$ cat src/core/adc_seq_pkg.sv
// Constants and types shared by the conversion mode sequencer
package adc_seq_pkg;

	// ****************************************
	// Field sizes and mode addresses
	// ****************************************
	localparam int RESULT_W = 8;
	localparam int INFO_W = 4;
	localparam int CFG_W = 12;
	localparam int MODE_BITS = 4;
	localparam int SINGLE_BITS = 8;
	localparam int AUTO_BITS = 16;
	localparam int OUT_BITS = 12;
	localparam logic [3:0] MODE_SINGLE = 4'hA;
	localparam logic [3:0] MODE_AUTO = 4'hE;

	// ****************************************
	// Multiplexer codes per channel pair
	// ****************************************
	localparam logic [1:0] MUX_EVEN = 2'h0;
	localparam logic [1:0] MUX_DIFF = 2'h1;
	localparam logic [1:0] MUX_ODD = 2'h2;
	localparam logic [1:0] MUX_INVALID = 2'h3;
	localparam int PAIR_CODE_W = 3;
	localparam int PAIR_EN_BIT = 2;
	localparam int MAX_PAIRS = 4;

	// ****************************************
	// Timing, in oscillator periods, microseconds and system clocks; FIFO depth
	// ****************************************
	localparam logic [4:0] START_OSC_EDGES = 5'h02;
	localparam logic [4:0] CONV_OSC_PERIODS = 5'h11;
	localparam int CLK_MHZ = 10;
	localparam int CONV_MAX_US = 74;
	localparam int CONV_MAX_CYC = CONV_MAX_US * CLK_MHZ;
	localparam int FIFO_DEPTH = 16;

	// ****************************************
	// Types
	// ****************************************
	typedef enum logic [2:0] {
		ST_IDLE, ST_SHIFT_IN, ST_HOLD, ST_START, ST_CONV, ST_READY, ST_SHIFT_OUT, ST_HIZ
	} seq_state_e;

	typedef struct packed {
		logic [INFO_W-1:0] info;
		logic [RESULT_W-1:0] result;
	} out_word_s;

	typedef struct packed {
		logic cs_n;
		logic sclk;
		logic sdi;
		logic osc;
	} link_pins_s;

endpackage

$ cat src/core/adc_conversion_mode_sequencer.sv
// Conversion mode sequencer with its result FIFO
`timescale 1ns/1ns

// ****************************************
// Result FIFO
// ****************************************
module word_fifo #(
	parameter int WIDTH = 12,
	parameter int DEPTH = 16
) (
	// Clock and reset
	input wire logic clk_sys,
	input wire logic rst_n,
	// Fill side
	input wire logic in_valid,
	output logic in_ready,
	input wire logic [WIDTH-1:0] in_data,
	// Drain side
	output logic out_valid,
	input wire logic out_ready,
	output logic [WIDTH-1:0] out_data
);
	localparam int AW = $clog2(DEPTH);

	typedef struct packed {
		logic [DEPTH-1:0][WIDTH-1:0] mem;
		logic [AW-1:0] wp;
		logic [AW-1:0] rp;
		logic [AW:0] cnt;
	} fifo_st_s;

	fifo_st_s q, d;
	logic push, pop;

	assign in_ready = q.cnt != (AW+1)'(DEPTH);
	assign out_valid = q.cnt != '0;
	assign out_data = q.mem[q.rp];
	assign push = in_valid & in_ready;
	assign pop = out_valid & out_ready;

	// Pointers wrap by overflow, so DEPTH must be a power of two
	always_comb begin
		d = q;
		if (push) begin
			d.mem[q.wp] = in_data;
			d.wp = q.wp + 1'b1;
		end
		if (pop) begin
			d.rp = q.rp + 1'b1;
		end
		d.cnt = q.cnt + (AW+1)'(push) - (AW+1)'(pop);
	end

	always_ff @(posedge clk_sys or negedge rst_n) begin
		if (!rst_n) begin
			q <= '0;
		end else begin
			q <= d;
		end
	end
endmodule

module adc_conversion_mode_sequencer #(
	parameter bit WIDE_VARIANT = 1'b1,
	parameter int FIFO_DEPTH = adc_seq_pkg::FIFO_DEPTH
) (
	// Clock and reset
	input wire logic clk_sys,
	input wire logic rst_n,
	// Serial link
	input wire logic cs_n,
	input wire logic sclk,
	input wire logic serial_in,
	output logic serial_out,
	output logic serial_out_oe,
	// Conversion timing
	input wire logic conversion_oscillator,
	output logic eoc,
	// Analog front end
	input wire logic [adc_seq_pkg::RESULT_W-1:0] sample_value,
	input wire logic sample_diff_neg,
	output logic [1:0] mux_pair,
	output logic [1:0] mux_code,
	output logic auto_mode
);
	localparam int NUM_PAIRS = WIDE_VARIANT ? adc_seq_pkg::MAX_PAIRS : 1;

	// Local copy so the state names resolve without an import
	typedef enum logic [2:0] {
		ST_IDLE, ST_SHIFT_IN, ST_HOLD, ST_START, ST_CONV, ST_READY, ST_SHIFT_OUT, ST_HIZ
	} seq_state_e;

	typedef struct packed {
		adc_seq_pkg::link_pins_s sync1;
		adc_seq_pkg::link_pins_s sync2;
		adc_seq_pkg::link_pins_s sync3;
		seq_state_e state;
		logic mode_auto;
		logic [15:0] in_sh;
		logic [4:0] bit_cnt;
		logic [4:0] osc_cnt;
		logic [adc_seq_pkg::INFO_W-1:0] info;
		logic [adc_seq_pkg::CFG_W-1:0] cfg;
		logic [1:0] pair;
		logic [1:0] code;
		logic [adc_seq_pkg::OUT_BITS-1:0] out_sh;
		logic sdo;
		logic sdo_oe;
		logic eoc;
	} seq_st_s;

	seq_st_s q, d;
	adc_seq_pkg::link_pins_s pins;
	adc_seq_pkg::out_word_s push_word, pop_word;
	logic cs_fall, cs_rise, sclk_rise, osc_rise, sdi;
	logic push, fifo_in_ready, fifo_out_valid, pop;
	logic [3:0] mode_now;
	logic [2:0] first_pair, after_pair;

	assign pins = '{cs_n: cs_n, sclk: sclk, sdi: serial_in, osc: conversion_oscillator};
	assign cs_fall = q.sync3.cs_n & ~q.sync2.cs_n;
	assign cs_rise = ~q.sync3.cs_n & q.sync2.cs_n;
	assign sclk_rise = ~q.sync3.sclk & q.sync2.sclk;
	assign osc_rise = ~q.sync3.osc & q.sync2.osc;
	assign sdi = q.sync2.sdi;
	assign mode_now = {q.in_sh[2:0], sdi};

	// Enabled pair with a valid multiplexer code
	function automatic logic pair_ok(input logic [11:0] cfg, input logic [1:0] p);
		logic [2:0] c;
		c = cfg[int'(p)*adc_seq_pkg::PAIR_CODE_W +: adc_seq_pkg::PAIR_CODE_W];
		return c[adc_seq_pkg::PAIR_EN_BIT] && (c[1:0] != adc_seq_pkg::MUX_INVALID);
	endfunction

	// Next usable pair after cur, wrapping; MSB flags success
	function automatic logic [2:0] next_pair(input logic [11:0] cfg, input logic [1:0] cur);
		logic [2:0] r;
		logic [1:0] p;
		r = '0;
		for (int k = NUM_PAIRS; k >= 1; k--) begin
			p = 2'((int'(cur) + k) % NUM_PAIRS);
			if (pair_ok(cfg, p)) begin
				r = {1'b1, p};
			end
		end
		return r;
	endfunction

	// narrow variant scans pair 0 only
	assign first_pair = next_pair(q.cfg, 2'(NUM_PAIRS - 1));
	assign after_pair = next_pair(q.cfg, q.pair);

	always_comb begin
		d = q;
		d.sync1 = pins;
		d.sync2 = q.sync1;
		d.sync3 = q.sync2;
		push = 1'b0;
		pop = 1'b0;
		push_word.result = (q.code == adc_seq_pkg::MUX_DIFF && sample_diff_neg) ? '0 : sample_value;
		push_word.info = {q.pair, q.code};
		case (q.state)
			ST_IDLE: begin
				if (cs_fall) begin
					d.state = ST_SHIFT_IN;
					d.bit_cnt = '0;
				end
			end
			ST_SHIFT_IN: begin
				if (cs_rise) begin
					d.state = ST_IDLE;
				end else if (sclk_rise) begin
					d.in_sh = {q.in_sh[14:0], sdi};
					d.bit_cnt = q.bit_cnt + 5'h01;
					if (q.bit_cnt == 5'(adc_seq_pkg::MODE_BITS - 1)) begin
						if (mode_now == adc_seq_pkg::MODE_SINGLE) begin
							d.mode_auto = 1'b0;
						end else if (mode_now == adc_seq_pkg::MODE_AUTO) begin
							d.mode_auto = 1'b1;
						end else begin
							d.state = ST_HOLD;
							d.mode_auto = 1'b0;
							d.info = {2'h0, adc_seq_pkg::MUX_INVALID};
						end
					end else if (!q.mode_auto && q.bit_cnt == 5'(adc_seq_pkg::SINGLE_BITS - 1)) begin
						d.info = {q.in_sh[2:0], sdi};
						d.state = ST_HOLD;
					end else if (q.mode_auto && q.bit_cnt == 5'(adc_seq_pkg::AUTO_BITS - 1)) begin
						d.cfg = {q.in_sh[10:0], sdi};
						d.state = ST_HOLD;
					end
				end
			end
			ST_HOLD: begin
				if (cs_rise) begin
					d.osc_cnt = '0;
					if (q.mode_auto) begin
						d.pair = first_pair[1:0];
						d.code = q.cfg[int'(first_pair[1:0])*adc_seq_pkg::PAIR_CODE_W +: 2];
						d.state = first_pair[2] ? ST_START : ST_IDLE;
					end else begin
						d.pair = WIDE_VARIANT ? q.info[3:2] : 2'h0;
						d.code = q.info[1:0];
						d.state = (q.info[1:0] == adc_seq_pkg::MUX_INVALID) ? ST_IDLE : ST_START;
					end
				end
			end
			ST_START: begin
				if (cs_fall) begin
					d.state = ST_SHIFT_IN;
					d.bit_cnt = '0;
				// start one to two periods later
				end else if (osc_rise) begin
					if (q.osc_cnt + 5'h01 >= adc_seq_pkg::START_OSC_EDGES) begin
						// Full FIFO holds the start back
						if (fifo_in_ready) begin
							d.osc_cnt = '0;
							d.eoc = 1'b0;
							d.state = ST_CONV;
						end
					end else begin
						d.osc_cnt = q.osc_cnt + 5'h01;
					end
				end
			end
			ST_CONV: begin
				if (cs_fall) begin
					d.eoc = 1'b1;
					d.state = ST_SHIFT_IN;
					d.bit_cnt = '0;
				end else if (osc_rise) begin
					d.osc_cnt = q.osc_cnt + 5'h01;
					if (q.osc_cnt + 5'h01 == adc_seq_pkg::CONV_OSC_PERIODS) begin
						push = 1'b1;
						d.eoc = 1'b1;
						d.state = ST_READY;
					end
				end
			end
			ST_READY: begin
				// Result held until select falls
				if (cs_fall && fifo_out_valid) begin
					pop = 1'b1;
					// result LSB first, info MSB first
					d.out_sh = {pop_word.info[0], pop_word.info[1], pop_word.info[2],
						pop_word.info[3], pop_word.result};
					d.bit_cnt = '0;
					d.state = ST_SHIFT_OUT;
				end
			end
			ST_SHIFT_OUT, ST_HIZ: begin
				if (cs_rise) begin
					d.sdo_oe = 1'b0;
					d.osc_cnt = '0;
					d.state = ST_START;
					if (q.mode_auto) begin
						d.pair = after_pair[1:0];
						d.code = q.cfg[int'(after_pair[1:0])*adc_seq_pkg::PAIR_CODE_W +: 2];
					end
					// single mode reuses the same input
				end else if (sclk_rise && q.state == ST_SHIFT_OUT) begin
					if (q.bit_cnt < 5'(adc_seq_pkg::OUT_BITS)) begin
						d.sdo = q.out_sh[0];
						d.sdo_oe = 1'b1;
						d.out_sh = {1'b0, q.out_sh[11:1]};
						d.bit_cnt = q.bit_cnt + 5'h01;
					end else begin
						d.sdo_oe = 1'b0;
						d.state = ST_HIZ;
					end
				end
			end
			default: begin
				d.state = ST_IDLE;
			end
		endcase
	end

	always_ff @(posedge clk_sys or negedge rst_n) begin
		if (!rst_n) begin
			q <= '0;
			q.sync1.cs_n <= 1'b1;
			q.sync2.cs_n <= 1'b1;
			q.sync3.cs_n <= 1'b1;
			q.eoc <= 1'b1;
		end else begin
			q <= d;
		end
	end

	// ****************************************
	// Result buffer
	// ****************************************
	word_fifo #(
		.WIDTH($bits(adc_seq_pkg::out_word_s)),
		.DEPTH(FIFO_DEPTH)
	) u_fifo (
		.clk_sys(clk_sys),
		.rst_n(rst_n),
		.in_valid(push),
		.in_ready(fifo_in_ready),
		.in_data(push_word),
		.out_valid(fifo_out_valid),
		.out_ready(pop),
		.out_data(pop_word)
	);

	assign serial_out = q.sdo;
	assign serial_out_oe = q.sdo_oe;
	assign eoc = q.eoc;
	assign mux_pair = q.pair;
	assign mux_code = q.code;
	assign auto_mode = q.mode_auto;

	logic [4:0] osc_seen;
	logic [9:0] low_cyc;
	always_ff @(posedge clk_sys or negedge rst_n) begin
		if (!rst_n) begin
			osc_seen <= '0;
			low_cyc <= '0;
		end else begin
			osc_seen <= (q.state == ST_CONV) ? osc_seen + 5'(osc_rise) : 5'h00;
			low_cyc <= q.eoc ? 10'h000 : low_cyc + 10'h001;
		end
	end
endmodule

$ cat config.mk
export PLATFORM = sky130hd
export DESIGN_NAME = adc_conversion_mode_sequencer
export DESIGN_NICKNAME = d
export VERILOG_FILES = /design/src/core/adc_seq_pkg.sv /design/src/core/adc_conversion_mode_sequencer.sv
export SDC_FILE = /design/constraint.sdc
export NUM_CORES = 1
export LEC_CHECK = 0
export BUFFER_PORTS_ARGS = -buffer_cell sky130_fd_sc_hd__buf_2
export CAP_MARGIN = 30
export CORE_UTILIZATION = 39
export CTS_CLUSTER_SIZE = 8
export DETAILED_ROUTE_END_ITERATION = 8
export GPL_TIMING_DRIVEN = 0
export SYNTH_ARGS = -nofsm -noshare
export SYNTH_HDL_FRONTEND = slang
export SYNTH_SLANG_ARGS = --single-unit
$ cat constraint.sdc
create_clock -name clk_sys -period 3.95 [get_ports clk_sys]
set_input_delay 0.395 -clock clk_sys [delete_from_list [all_inputs] [get_ports clk_sys]]
set_output_delay 0.395 -clock clk_sys [all_outputs]
set_load 0.03 [all_outputs]
Word-level counts from Yosys, hierarchy flattened
Cells that the tools add are included.

operators by class
  add/sub/neg operators = 10
  multiply operators = 6
  magnitude comparators = 5
  equal/unequal tests = 56
  shift-type cells = 6
  muxes and demuxes = 86
  bitwise logic cells = 13
  reduce and logical (&&, ||, !) cells = 39

operators with widths
  cell                 count
  $bwmux 192           1
  $mux 3               23
  $mux 5               13
  $ne 2x2->1 const B   25
  $bmux 12 s4          1
  $demux 12 s4         1
  $shiftx 12x5->3      4
  $mux 12              3
  $mux 4               8
  $mux 13              2
  $mux 25              1
  $mul 2x2->4 const B  6
  $pmux 12 s2          1
  $shiftx 12x5->2      2
  $ne 3x3->1 const B   7
  $pmux 3 s7           1
  $pmux 5 s4           1
  $mux 1               18
  $pmux 5 s3           1
  $logic_and 1x1->1    14
  $mux 14              1
  $mux 2               7
  $reduce_and 14->1    1
  $reduce_and 7->1     2
  43 further kinds     77

storage, ports and cells
  register bits after elaboration = 281
  input bits = 15
  output and inout bits = 8
  word-level logic and storage cells = 264

Longest topological paths before layout
  word-level depth = 14
  depth in mapped cells = 15
  mapped depth without buffers = 15

Cells and area by module
A second synthesis with hierarchy kept.

second synthesis, totals
  cells, all modules = 1,062
  area total of the unflattened synthesis = 13,420.4 µm²

modules (own cells, without submodules)
  module                         instances  cells each  area an instance (µm²)  sequential area each (µm²)
  word_fifo                      1          652         9,644.2                 5,129.9
  adc_conversion_mode_sequencer  1          410         3,776.1                 1,781.7

Worst setup path before layout
Ideal clock, no wire load.

  path kind = reg-to-reg
  start point = reg u_fifo.q[3] (netlist name)
  end point = reg u_fifo.q[4] (netlist name)
  setup time = 0.123 ns
  data arrival time = 2.831 ns
  required time = 3.827 ns
  setup slack = 0.996 ns
  cell stages (with the launch flop) = 16
  path buffers = 0
  period minus slack after synthesis = 2.954 ns
  path through = dfrtp_1 > inv_1 > ha_1 > or4b_2 > nand2_1 > nor2_1 > nand2_1 > inv_1 > ha_1 > inv_1 > ha_1 > fa_1 > a21oi_1 > nor2_1 > nor2_1 > xnor2_1

RTL lines
  what                    RTL line                             RTL
  start, declared         adc_conversion_mode_sequencer.sv:32  fifo_st_s q, d;
  start signal, assigned  adc_conversion_mode_sequencer.sv:56  q <= '0;
  start signal, assigned  adc_conversion_mode_sequencer.sv:58  q <= d;

==> reports/metrics.cfg <==
[status]
outcome=finished, final reports clean

[global_route]
met2_usage_pct=30.9
use_met3_pct=3.06
grt_pass1_wl_um=52800
gr-total-overflow=0
grt_pass1_vias=9343
antenna_found_initial=0
top_usage_layer=met2
grt_max_degree=116
met1_usage_pct=28.7
grt_use_total_pct=20.1

[yosys]
synth_nets=1187
netlist_instances=1155
syn_area_um2=13000
ys_ff_latch=276
synth.top_cell.area_share_pct=52.3
yosysMostFrequentCell=dfrtp_1
avgSynthCellArea_um2=11.3
yosys-top-cells-area=dfrtp_1, mux4_2, o21ai_0
ys_seq_area_share_pct=53.1
synth_common_cells=dfrtp_1, nand2_1, o21ai_0
synthArstFlopShare_pct=100
yosysUniqueCellTypes=71
synth_edf_count=0
ys.flop_type=dfrtp_1
synth_top_cell_by_area=dfrtp_1
yosys_warnings=0

[floorplan]
die_x_um=185
initial_utilization_pct=39.8
dieHeight_um=185
rows=66
ios=23
dieArea_um2=34100
core_area_um2=32700

[placement]
gp_congestion=0.842
io_buffers=22
dp_slack_ns=0.464
dp_hpwl_um=22800
placed_area_um2=13800
placedCellCount=1621

[route]
vias=9174
drt_iter0_markers=652
final_antenna_net_count=0
post_drt_wl_per_cell_um=19.3
via_per_inst=5.48
drc=0
drt-total-wl_um=32400
firstDrtPassIters=6

[sta]
fin_worst_skew_ns=0.0292
fin_setup_tns_ns=0
rsz0062_at_grt=false
fin_crit_sh_pct=88.0
max_freq_mhz=288
hold_viol=0
fin_ws_ns=0.476
relSlewSlack_pct=39.0
fin_crit_ns=3.47
tightest_slew_ns=0.915
finalSetupViolCount=0
holdWs_ns=0.342
slew_violations=0

[hold_path]
hp-class=reg2reg
hold_start=d[70]
hold_depth=0
worstHoldEndpoint=sdi

[worst_setup_path]
required_ns=4.38
reg2reg_slack_ns=0.48
critical_path.max_fanout=6
critPathBufInv=3
cp-end-kind=register
regToRegStartpoint=u_fifo.q[3]
cp-start-kind=register
r2r-end=u_fifo.q[4]
worst_path_max_delay_cell=or4b_2
r2r_cells=15
crit_family=simple AND/OR/NAND/NOR gates
path_cells=inv_1 -> ha_1 -> or4b_2 -> nand2_1 -> nor2_1 -> nand2_1 -> inv_1 -> ha_1 -> inv_1 -> ha_1 -> fa_1 -> a21oi_1 -> nor2_1 -> nor2_1 -> xnor2_1
max_stage_delay_ns=0.64
crit_arrival_ns=3.91
crit_type=reg2reg

[clock_network]
cts_setup_buffers=0
cts_tree=done
clk_latency_ns=0.52
clk_path_buf_depth=3
cts_root_buffer=clkbuf_16
cts.sinks=276
cts_buffers=40
h-tree-depth=2
clkTransAtPathRegs_ns=0.05

[final_layout]
post-route-util_pct=45.4
stdcell_count=1675
nets=1258
area_growth_syn_to_layout_pct=14.1
layout-drive-gt1-share_pct=18.6
diodes=0
stdcell_area_um2=14900

[power_and_ir_drop]
leakage_nw=6.58
cellPowerDensity_nw_per_um2=439
power_mw=6.53
vdd_drop_max_mv=0.294

[job]
drv_cap=0

==> per-layer routing <==
metal	vias to the layer above	share of wire (%)
met4	0	3.1
met2	194	45
met3	56	3.7
met1	4653	48
met5	-	0
li1	4271	-
==> power by group <==
group          internal [mW]  total [mW]  switching, mW
Clock                   1.80        2.97           1.17
Combinational          0.180       0.573          0.393
Sequential              2.91        2.98         0.0712
Total                   4.89        6.53           1.63
==> kinds of logic after synthesis <==
logic type	after synthesis	share of synthesized area [%]
fa+ha+maj	17	1.69
mux	123	15.2
buf+inv	116	3.88
flops	276	53.1
xor+xnor	12	0.865
compound gates	289	13.7
simple gates	322	11.6
==> placed cells by master, fill, tap and decap left out, types with 5 or more instances in the layout <==
cell           instances
mux2_4                10
buf_6                  5
a211oi_1              26
a221o_1               14
or4_4                  9
nand3_1                9
buf_2                 35
dfrtp_1              272
mux2i_1               13
nand3b_1               6
clkbuf_16             40
nor2b_1               18
ha_1                  16
nand2b_1              12
xnor2_1                8
or4_1                  9
mux2_2                49
clkbuf_1              63
dlygate4sd3_1          5
mux4_2                51
inv_1                 31
o21ai_0              180
nor2_1                23
a21oi_1               13
nand2_1              208
==> final cells by class <==
| cell class | count | area [um2] |
|---|---|---|
| inverters | 32 | 120 |
| flip-flops and latches | 276 | 6910 |
| clock buffers | 46 | 1020 |
| fillers | 3089 | 17800 |
| repair buffers | 29 | 225 |
| clock inverters | 3 | 30.0 |
| plain buffers | 84 | 385 |
| multi-input cells | 763 | 5610 |
| well taps | 442 | 553 |
==> sequential cells by signal (all words and copies together) (netlist names) <==
| name | cells |
|---|---|
| mux_pair | 2 |
| u_fifo.q | 205 |
| eoc | 1 |
| serial_out_oe | 1 |
| mode_now | 3 |
| sdi | 1 |
| d | 7 |
| auto_mode | 1 |
| serial_out | 1 |
| q | 52 |
| mux_code | 2 |
==> repair_timing <==
action | in CTS | in global routing
resized for setup | 0 | 0
hold buffers | 5 | 0
endpoints found under the setup margin | 0 | 0
endpoints found under the hold margin | 77 | 0
==> worst register-to-register path: stages (launching register included) <==
cell	delay, ns
dfrtp_1	0.38
inv_1	0.09
ha_1	0.19
or4b_2	0.65
nand2_1	0.14
nor2_1	0.07
nand2_1	0.20
inv_1	0.21
ha_1	0.33
inv_1	0.04
ha_1	0.22
fa_1	0.44
a21oi_1	0.16
nor2_1	0.05
nor2_1	0.11
xnor2_1	0.12
==> worst max path at each step <==
stage | slack [ns] | depth (start not counted) | endpoint | startpoint
6_report | 0.48 | 15 | u_fifo.q[4] | u_fifo.q[3]
5_1_grt | 0.23 | 15 | u_fifo.q[4] | u_fifo.q[2]
4_1_cts | 0.46 | 15 | u_fifo.q[4] | u_fifo.q[2]
3_5_place_dp | 0.46 | 15 | u_fifo.q[4] | u_fifo.q[2]
3_3_place_gp | -2.61 | 1 | q[38] | rst_n
2_1_floorplan | 1.0 | 15 | u_fifo.q[4] | u_fifo.q[3]
Power figures use the tool's default switching activity.
